[src/hdl/pulse_scan_params.svh]
// constants for the pulsed boundary-scan test port
// Operation
// - instruction 0010001111 selects pulsed external test with an inverted pulse
// - pulsed test drives boundary data on TCK fall in Update-IR or Update-DR
// - pulsed test drives inverted data on TCK fall after entering Run-Test/Idle
// - pulsed test restores true data on TCK fall after leaving Run-Test/Idle
// - instruction 0001001111 selects training test, otherwise like pulsed test
// - training test inverts outputs every TCK fall while in Run-Test/Idle
// - pulsed and training tests only honoured once configuration has completed
`ifndef PULSE_SCAN_PARAMS_SVH
`define PULSE_SCAN_PARAMS_SVH
`define IR_WIDTH          10
`define IR_PULSED_EXTEST  10'h08F
`define IR_TRAINING_TEST  10'h04F
`define IR_PLAIN_EXTEST   10'h000
`define IR_SAMPLE         10'h005
`define IR_BYPASS_RESET   10'h3FF
`define IR_CAPTURE_VALUE  10'h001
`define BSR_WIDTH_DEFAULT 8
`define PIN_RESET_VALUE   1'b0
`endif

[src/hdl/pulse_scan_pkg.sv]
// types shared by the pulsed boundary-scan test port
package pulse_scan_pkg;
  // tap controller states, one-hot
  typedef enum logic [15:0] {
    TAP_TLR    = 16'h0001,
    TAP_RTI    = 16'h0002,
    TAP_SEL_DR = 16'h0004,
    TAP_CAP_DR = 16'h0008,
    TAP_SH_DR  = 16'h0010,
    TAP_EX1_DR = 16'h0020,
    TAP_PA_DR  = 16'h0040,
    TAP_EX2_DR = 16'h0080,
    TAP_UP_DR  = 16'h0100,
    TAP_SEL_IR = 16'h0200,
    TAP_CAP_IR = 16'h0400,
    TAP_SH_IR  = 16'h0800,
    TAP_EX1_IR = 16'h1000,
    TAP_PA_IR  = 16'h2000,
    TAP_EX2_IR = 16'h4000,
    TAP_UP_IR  = 16'h8000
  } tap_state_t;
endpackage

[src/hdl/pulse_scan_tap.sv]
// boundary-scan tap with pulsed and training external-test instructions
`timescale 1ns/1ns
`include "pulse_scan_params.svh"
module pulse_scan_tap #(
  parameter int BSR_WIDTH = `BSR_WIDTH_DEFAULT
) (
  // clock and reset
  input  wire logic                 MCLK,
  input  wire logic                 RESET_N,
  // jtag pins from the tester
  input  wire logic                 TCK,
  input  wire logic                 TMS,
  input  wire logic                 TDI,
  output logic                      TDO,
  output logic                      TDO_OE,
  // configuration status, same clock domain
  input  wire logic                 CONFIG_DONE,
  // core side of the boundary pins
  input  wire logic [BSR_WIDTH-1:0] CORE_OUT,
  input  wire logic [BSR_WIDTH-1:0] PIN_IN,
  // boundary pin drivers
  output logic      [BSR_WIDTH-1:0] PIN_OUT,
  output logic                      TEST_ACTIVE
);
  import pulse_scan_pkg::*;

  localparam int IRW = `IR_WIDTH;

  logic [2:0]           jtag_level;
  logic                 tck_prev;
  logic                 tck_rise;
  logic                 tck_fall;
  logic                 tms_s;
  logic                 tdi_s;
  pulse_scan_pkg::tap_state_t state;
  pulse_scan_pkg::tap_state_t next_state;
  logic [IRW-1:0]       ir_shift;
  logic [IRW-1:0]       ir;
  logic [IRW-1:0]       next_ir;
  logic [BSR_WIDTH-1:0] bsr_shift;
  logic [BSR_WIDTH-1:0] upd;
  logic                 bypass_bit;
  logic                 bsr_sel;
  logic                 was_idle;
  logic                 ext_now;
  logic                 ext_next;
  logic                 pulse_next;
  logic                 train_next;

  initial begin
    if (BSR_WIDTH < 1) $error("BSR_WIDTH must be at least one");
  end

  // pulsed and training codes count only after configuration
  function automatic logic is_pulse(input logic [IRW-1:0] c,
                                    input logic cfg);
    is_pulse = (c == `IR_PULSED_EXTEST) && cfg;
  endfunction

  function automatic logic is_train(input logic [IRW-1:0] c,
                                    input logic cfg);
    is_train = (c == `IR_TRAINING_TEST) && cfg;
  endfunction

  function automatic logic is_ext(input logic [IRW-1:0] c,
                                  input logic cfg);
    is_ext = (c == `IR_PLAIN_EXTEST) || is_pulse(c, cfg) ||
             is_train(c, cfg);
  endfunction

  // the tester clock is just another pin, sampled by MCLK
  pin_filter #(
    .WIDTH (3)
  ) u_jtag_filter (
    .clk     (MCLK),
    .reset_n (RESET_N),
    .pin     ({TCK, TMS, TDI}),
    .level   (jtag_level)
  );

  assign tms_s    = jtag_level[1];
  assign tdi_s    = jtag_level[0];
  assign tck_rise = jtag_level[2] & ~tck_prev;
  assign tck_fall = ~jtag_level[2] & tck_prev;

  // previous filtered tck for edge detection
  always_ff @(posedge MCLK) begin
    if (!RESET_N) begin
      tck_prev <= 1'b0;
    end else begin
      tck_prev <= jtag_level[2];
    end
  end

  // standard tap transition table
  always_comb begin
    next_state = TAP_TLR;
    case (state)
      TAP_TLR:    next_state = tms_s ? TAP_TLR    : TAP_RTI;
      TAP_RTI:    next_state = tms_s ? TAP_SEL_DR : TAP_RTI;
      TAP_SEL_DR: next_state = tms_s ? TAP_SEL_IR : TAP_CAP_DR;
      TAP_CAP_DR: next_state = tms_s ? TAP_EX1_DR : TAP_SH_DR;
      TAP_SH_DR:  next_state = tms_s ? TAP_EX1_DR : TAP_SH_DR;
      TAP_EX1_DR: next_state = tms_s ? TAP_UP_DR  : TAP_PA_DR;
      TAP_PA_DR:  next_state = tms_s ? TAP_EX2_DR : TAP_PA_DR;
      TAP_EX2_DR: next_state = tms_s ? TAP_UP_DR  : TAP_SH_DR;
      TAP_UP_DR:  next_state = tms_s ? TAP_SEL_DR : TAP_RTI;
      TAP_SEL_IR: next_state = tms_s ? TAP_TLR    : TAP_CAP_IR;
      TAP_CAP_IR: next_state = tms_s ? TAP_EX1_IR : TAP_SH_IR;
      TAP_SH_IR:  next_state = tms_s ? TAP_EX1_IR : TAP_SH_IR;
      TAP_EX1_IR: next_state = tms_s ? TAP_UP_IR  : TAP_PA_IR;
      TAP_PA_IR:  next_state = tms_s ? TAP_EX2_IR : TAP_PA_IR;
      TAP_EX2_IR: next_state = tms_s ? TAP_UP_IR  : TAP_SH_IR;
      TAP_UP_IR:  next_state = tms_s ? TAP_SEL_DR : TAP_RTI;
      default:    next_state = TAP_TLR;
    endcase
  end

  // tap state advances on rising tck
  always_ff @(posedge MCLK) begin
    if (!RESET_N) begin
      state <= TAP_TLR;
    end else if (tck_rise) begin
      state <= next_state;
    end
  end

  // instruction shift path, captured and shifted on rising tck
  always_ff @(posedge MCLK) begin
    if (!RESET_N) begin
      ir_shift <= `IR_CAPTURE_VALUE;
    end else if (tck_rise) begin
      if (state == TAP_CAP_IR) begin
        ir_shift <= `IR_CAPTURE_VALUE;
      end else if (state == TAP_SH_IR) begin
        ir_shift <= {tdi_s, ir_shift[IRW-1:1]};
      end
    end
  end

  // active instruction loads on the falling edge in Update-IR
  assign next_ir = (state == TAP_UP_IR) ? ir_shift : ir;
  always_ff @(posedge MCLK) begin
    if (!RESET_N) begin
      ir <= `IR_BYPASS_RESET;
    end else if (state == TAP_TLR) begin
      ir <= `IR_BYPASS_RESET;
    end else if (tck_fall) begin
      ir <= next_ir;
    end
  end

  assign bsr_sel    = is_ext(ir, CONFIG_DONE) || (ir == `IR_SAMPLE);
  assign ext_now    = is_ext(ir, CONFIG_DONE);
  assign ext_next   = is_ext(next_ir, CONFIG_DONE);
  assign pulse_next = is_pulse(next_ir, CONFIG_DONE);
  assign train_next = is_train(next_ir, CONFIG_DONE);

  // data registers: boundary chain or one-bit bypass
  always_ff @(posedge MCLK) begin
    if (!RESET_N) begin
      bsr_shift  <= '0;
      bypass_bit <= 1'b0;
    end else if (tck_rise) begin
      if (state == TAP_CAP_DR) begin
        bsr_shift  <= PIN_IN;
        bypass_bit <= 1'b0;
      end else if (state == TAP_SH_DR) begin
        if (bsr_sel) begin
          bsr_shift <= {tdi_s, bsr_shift[BSR_WIDTH-1:1]};
        end
        bypass_bit <= tdi_s;
      end
    end
  end

  // tdo changes on falling tck, so the tester samples it stable
  always_ff @(posedge MCLK) begin
    if (!RESET_N) begin
      TDO    <= 1'b0;
      TDO_OE <= 1'b0;
    end else if (tck_fall) begin
      TDO_OE <= (state == TAP_SH_IR) || (state == TAP_SH_DR);
      if (state == TAP_SH_IR) begin
        TDO <= ir_shift[0];
      end else if (bsr_sel) begin
        TDO <= bsr_shift[0];
      end else begin
        TDO <= bypass_bit;
      end
    end
  end

  // update latch and idle history, both on falling tck
  always_ff @(posedge MCLK) begin
    if (!RESET_N) begin
      upd      <= '0;
      was_idle <= 1'b0;
    end else if (tck_fall) begin
      was_idle <= (state == TAP_RTI);
      if (state == TAP_UP_DR && bsr_sel) begin
        upd <= bsr_shift;
      end
    end
  end

  // pin drivers: core data in mission mode, boundary data under test
  always_ff @(posedge MCLK) begin
    if (!RESET_N) begin
      PIN_OUT     <= {BSR_WIDTH{`PIN_RESET_VALUE}};
      TEST_ACTIVE <= 1'b0;
    end else if (tck_fall && ext_next) begin
      TEST_ACTIVE <= 1'b1;
      if (state == TAP_UP_DR) begin
        PIN_OUT <= bsr_shift;
      end else if (state == TAP_UP_IR) begin
        PIN_OUT <= upd;
      end else if (state == TAP_RTI && (pulse_next || train_next)) begin
        if (!was_idle) begin
          PIN_OUT <= ~upd;
        end else if (train_next) begin
          PIN_OUT <= ~PIN_OUT;
        end
      end else if (was_idle && state != TAP_RTI) begin
        PIN_OUT <= upd;
      end
    end else if (!ext_now && !(tck_fall && ext_next)) begin
      // config loss mid pulsed or training test drops straight back to core data
      PIN_OUT     <= CORE_OUT;
      TEST_ACTIVE <= 1'b0;
    end
  end
endmodule

[src/hdl/pin_filter.sv]
// three-stage pin synchroniser that accepts a change once stages agree
`timescale 1ns/1ns
module pin_filter #(
  parameter int WIDTH = 1
) (
  // clock and reset
  input  wire logic             clk,
  input  wire logic             reset_n,
  // pin side and filtered level
  input  wire logic [WIDTH-1:0] pin,
  output logic      [WIDTH-1:0] level
);
  logic [WIDTH-1:0] stage1;
  logic [WIDTH-1:0] stage2;
  logic [WIDTH-1:0] stage3;

  initial begin
    if (WIDTH < 1) $error("pin_filter width must be positive");
  end

  // stage1 feeds only stage2, so metastability never reaches logic
  always_ff @(posedge clk) begin
    if (!reset_n) begin
      stage1 <= '0;
      stage2 <= '0;
      stage3 <= '0;
    end else begin
      stage1 <= pin;
      stage2 <= stage1;
      stage3 <= stage2;
    end
  end

  // per bit: the level moves only when the last two stages agree
  for (genvar i = 0; i < WIDTH; i++) begin : g_bit
    always_ff @(posedge clk) begin
      if (!reset_n) begin
        level[i] <= 1'b0;
      end else if (stage2[i] == stage3[i]) begin
        level[i] <= stage3[i];
      end
    end
  end
endmodule

[config.mk]
export PLATFORM = sky130hd
export DESIGN_NAME = pulse_scan_tap
export DESIGN_NICKNAME = d
export VERILOG_FILES = /design/src/hdl/pulse_scan_pkg.sv /design/src/hdl/pulse_scan_tap.sv /design/src/hdl/pin_filter.sv
export VERILOG_INCLUDE_DIRS = /design/src /design/src/hdl
export SDC_FILE = /design/constraint.sdc
export NUM_CORES = 1
export LEC_CHECK = 0
export ABC_AREA = 1
export BUFFER_PORTS_ARGS = -buffer_cell sky130_fd_sc_hd__buf_2
export CORE_MARGIN = 1
export CORE_UTILIZATION = 47
export DETAILED_ROUTE_END_ITERATION = 8
export PLACE_DENSITY = 0.67
export SKIP_CTS_REPAIR_TIMING = 1
export SYNTH_ARGS = -nofsm -noshare
export SYNTH_HDL_FRONTEND = slang
export SYNTH_HIERARCHICAL = 1
export SYNTH_SLANG_ARGS = --single-unit
[constraint.sdc]
create_clock -name MCLK -period 2.2 [get_ports MCLK]
set_input_delay 0.33 -clock MCLK [delete_from_list [all_inputs] [get_ports MCLK]]
set_output_delay 0.33 -clock MCLK [all_outputs]
set_load 0.05 [all_outputs]
==> summary.md <==
| Metric | Value |
|---|---|
| DRC viols | 0 |
| Netlist cell types | 34 |
| Final wirelength | 11.0 mm |
| Status | finished with violations |
| RSZ-0062 raised after global routing | yes |
| Vias | about 4400 |
| Hold WS | between 0.1 and 0.15 ns |
| Hold_sp | TCK |
| Longest Clk Path Bufs | 2 |
| Critical path type | reg2reg |
| Grt total ovfl | 0 |
| Reg2Reg Depth | 18 |
| Synth Warn # | 6 |
| Worst Skew | roughly 0.011 ns |
| Final hold violation count | 0 |
| Minimum clock period | roughly 2.4 ns |
| CP max FO | 8 |
| Setup Viol. Count Final | 16 |
| TritonCTS Buffers | 9 |
| Antenna Cells | 0 |
| Power density over the cells | between 400 and 500 mW/mm^2 |
| Syn avg cell area | 6.63 sq um |
| Max-slew violations | 0 |
| Drt via density | just over 5 |
| Largest net degree at the start of global routing | 42 |
| FF-to-FF setup slack | -0.22 ns |
| CTS clk-pin slew, worst paths | about 0.09 ns |
| Num rows | 34 |
| Iteration-0 DRC Markers | 269 |
| Die extent in y | just under 100 microns |
| Arrival time of the worst setup path | 2.70 ns |
| Post-synthesis register bit count | between 70 and 80 |
| Max-Cap Viols | 0 |
| Ports | 33 |
| Post-DP HPWL | about 7.5 mm |
| Cells on Worst Hold Path | 3 |
| Syn Inst Count | 636 |
| Post-synthesis sequential area ratio | 0.370 |
| Number of routed nets with antenna violations | 0 |
| Share of cells above drive strength 1 | 0.262 |
| Worst Max-Slew Pin Slew | 0.574 ns |
| CTS tree | built |
| Worst-Skew Late Latency | approximately 0.37 ns |
| Core Area | between 0.008 and 0.009 sq mm |
| Mapped Nets | 658 |
| Drt pass-1 iters | 5 |
| Layout Nets | between 700 and 800 |
| Max Freq | about 410 MHz |
| VDD IR max | roughly 0.00042 V |
| Die area | between 0.009 and 0.01 sq mm |
| Post-DP Area | around 0.005 sq mm |
| Slew headroom | 0.617 |
| Starting Density | 0.484 |
| CTS Root Cell | clkbuf_8 |
| Initial antenna violation count | 0 |
| GPL Wtd Cong | 0.848 |
| Synthesized area | 0.00422 sq mm |
| First-pass GRT wire length | 17.1 mm |
| Area added between synthesis and finish | 28.8% |
| Post-Route Setup TNS | -1.70 ns |
| Reg2reg end | PIN_OUT[4] |
| DP Worst Slack | -0.229 ns |
| CP startpoint kind | flop |
| Period utilization | 1.10 |
| WL/cell | around 13 microns |
| H-tree depth | 3 |
| Hold crit path type | in2reg |
| Input/output buffers | 32 |
| Design area | 0.00543 sq mm |
| Commonest non-fill, non-tap cell in the layout | nand2_1 |
| Worst R2R Start | state[7] |
| Final worst slack | -0.222 ns |
| Required @ worst endpoint | between 2 and 2.5 ns |
| Die Width | approximately 97 microns |
| TritonCTS Sinks | 78 |
| Worst hold endpoint | u_jtag_filter/stage1[2] |
| All-Layer GR Usage | 0.222 |
| Worst Setup End Kind | flop |
| Vias in the first global route | about 3700 |
| P_leak | 0.00254 uW |
| Violations in the final reports | negative setup slack |
| Most frequent cells in the layout | nand2_1 (180), dfxtp_1 (71), inv_1 (59) |
==> worst max-delay path by stage <==
stage | to | startpoint | slack (ns) | depth (start not counted)
6_report | PIN_OUT[4] | state[7] | -0.22 | 18
5_1_grt | PIN_OUT[4] | state[10] | -0.34 | 18
4_1_cts | PIN_OUT[5] | state[4] | -0.26 | 16
3_5_place_dp | PIN_OUT[5] | state[0] | -0.23 | 16
3_3_place_gp | PIN_OUT[1] | state[2] | -0.16 | 16
2_1_floorplan | PIN_OUT[5] | state[10] | 0.008 | 18
==> logic make-up (layout without fill, tap and decap cells) <==
kind of cell	after synthesis	count (layout)	share of synthesized area
flip-flops	78	78	0.370
AND/OR/NAND/NOR	381	382	0.420
AO/OA/AOI/OAI	85	85	0.115
buffers and inverters	92	188	0.0952
==> per-layer routing <==
layer	up-vias	part of all wire	GRT usage
met2	112	0.48	0.368
met4	0	0.017	0.0804
li1	2255	-	-
met1	1987	0.46	0.292
met3	17	0.044	0.0368
met5	-	0	0
==> Yosys cell counts <==
library cell | count | area, sq um
o21ai_0 | 23 | 115
clkbuf_1 | 12 | 45.0
a21oi_1 | 41 | 205
nor2_1 | 67 | 251
nor3b_1 | 1 | 7.51
nor4_2 | 1 | 12.5
nor2_2 | 6 | 37.5
nand3b_1 | 10 | 75.1
nor3_1 | 10 | 50.1
clkinv_1 | 1 | 3.75
buf_6 | 7 | 78.8
nand2_4 | 4 | 45.0
o31ai_1 | 1 | 7.51
nand2_2 | 6 | 37.5
o21ai_2 | 1 | 8.76
o2111ai_1 | 2 | 17.5
nor3_4 | 1 | 16.3
o21a_1 | 1 | 7.51
nand3_1 | 48 | 240
inv_1 | 63 | 236
nand4_2 | 1 | 12.5
buf_1 | 1 | 3.75
nand4_1 | 25 | 156
buf_2 | 3 | 15.0
o41ai_1 | 1 | 8.76
or2_2 | 1 | 6.26
o211ai_1 | 15 | 113
nand3_4 | 1 | 17.5
nor2_4 | 5 | 56.3
nor4_1 | 2 | 12.5
nor2_8 | 1 | 20.0
inv_2 | 5 | 18.8
dfxtp_1 | 78 | 1560
nand2_1 | 191 | 717
==> area by class of cell <==
cell class	count	area [sq um]
clock buffer	9	124
clock inverter	7	56.3
fill	785	3290
inverter	69	263
multi-input combinational	467	2430
sequential	78	1570
tap	108	135
timing repair buffer	103	853
==> where the power goes <==
| group | switching [uW] | internal (uW) | total [uW] |
|---|---|---|---|
| combinational | 79.8 | 39.3 | 119 |
| clock | 604 | 421 | 1030 |
| sequential | 6.27 | 1420 | 1430 |
==> worst max-delay path, cell delays in order (launching register included) <==
cell	delay, ns
dfxtp_1	0.33
nor2_2	0.15
nand2_2	0.11
nor2_4	0.13
buf_12	0.14
buf_12	0.10
nand3b_1	0.11
nand2_2	0.09
nand2_2	0.07
nor2_4	0.21
nand3_2	0.15
nand2_4	0.13
nand2_8	0.08
nor2_8	0.15
nand2_4	0.10
nand2_4	0.13
nand2_1	0.06
nand2_1	0.05
nor2_1	0.04
==> per-stage QoR <==
stage,std cells,power [uW],util
3_5_place_dp,811,1580,0.558
4_1_cts,827,2580,0.579
3_3_place_gp,811,1580,0.558
2_1_floorplan,636,1540,-
6_report,841,2570,0.623
5_1_grt,841,2670,0.623
==> state kept, by name, summed over array words and instances (netlist names), 8 cells and up <==
name / cells
upd: 8
PIN_OUT: 8
ir_shift: 10
ir: 10
state: 16
bsr_shift: 8
Power figures use the tool's default switching activity.
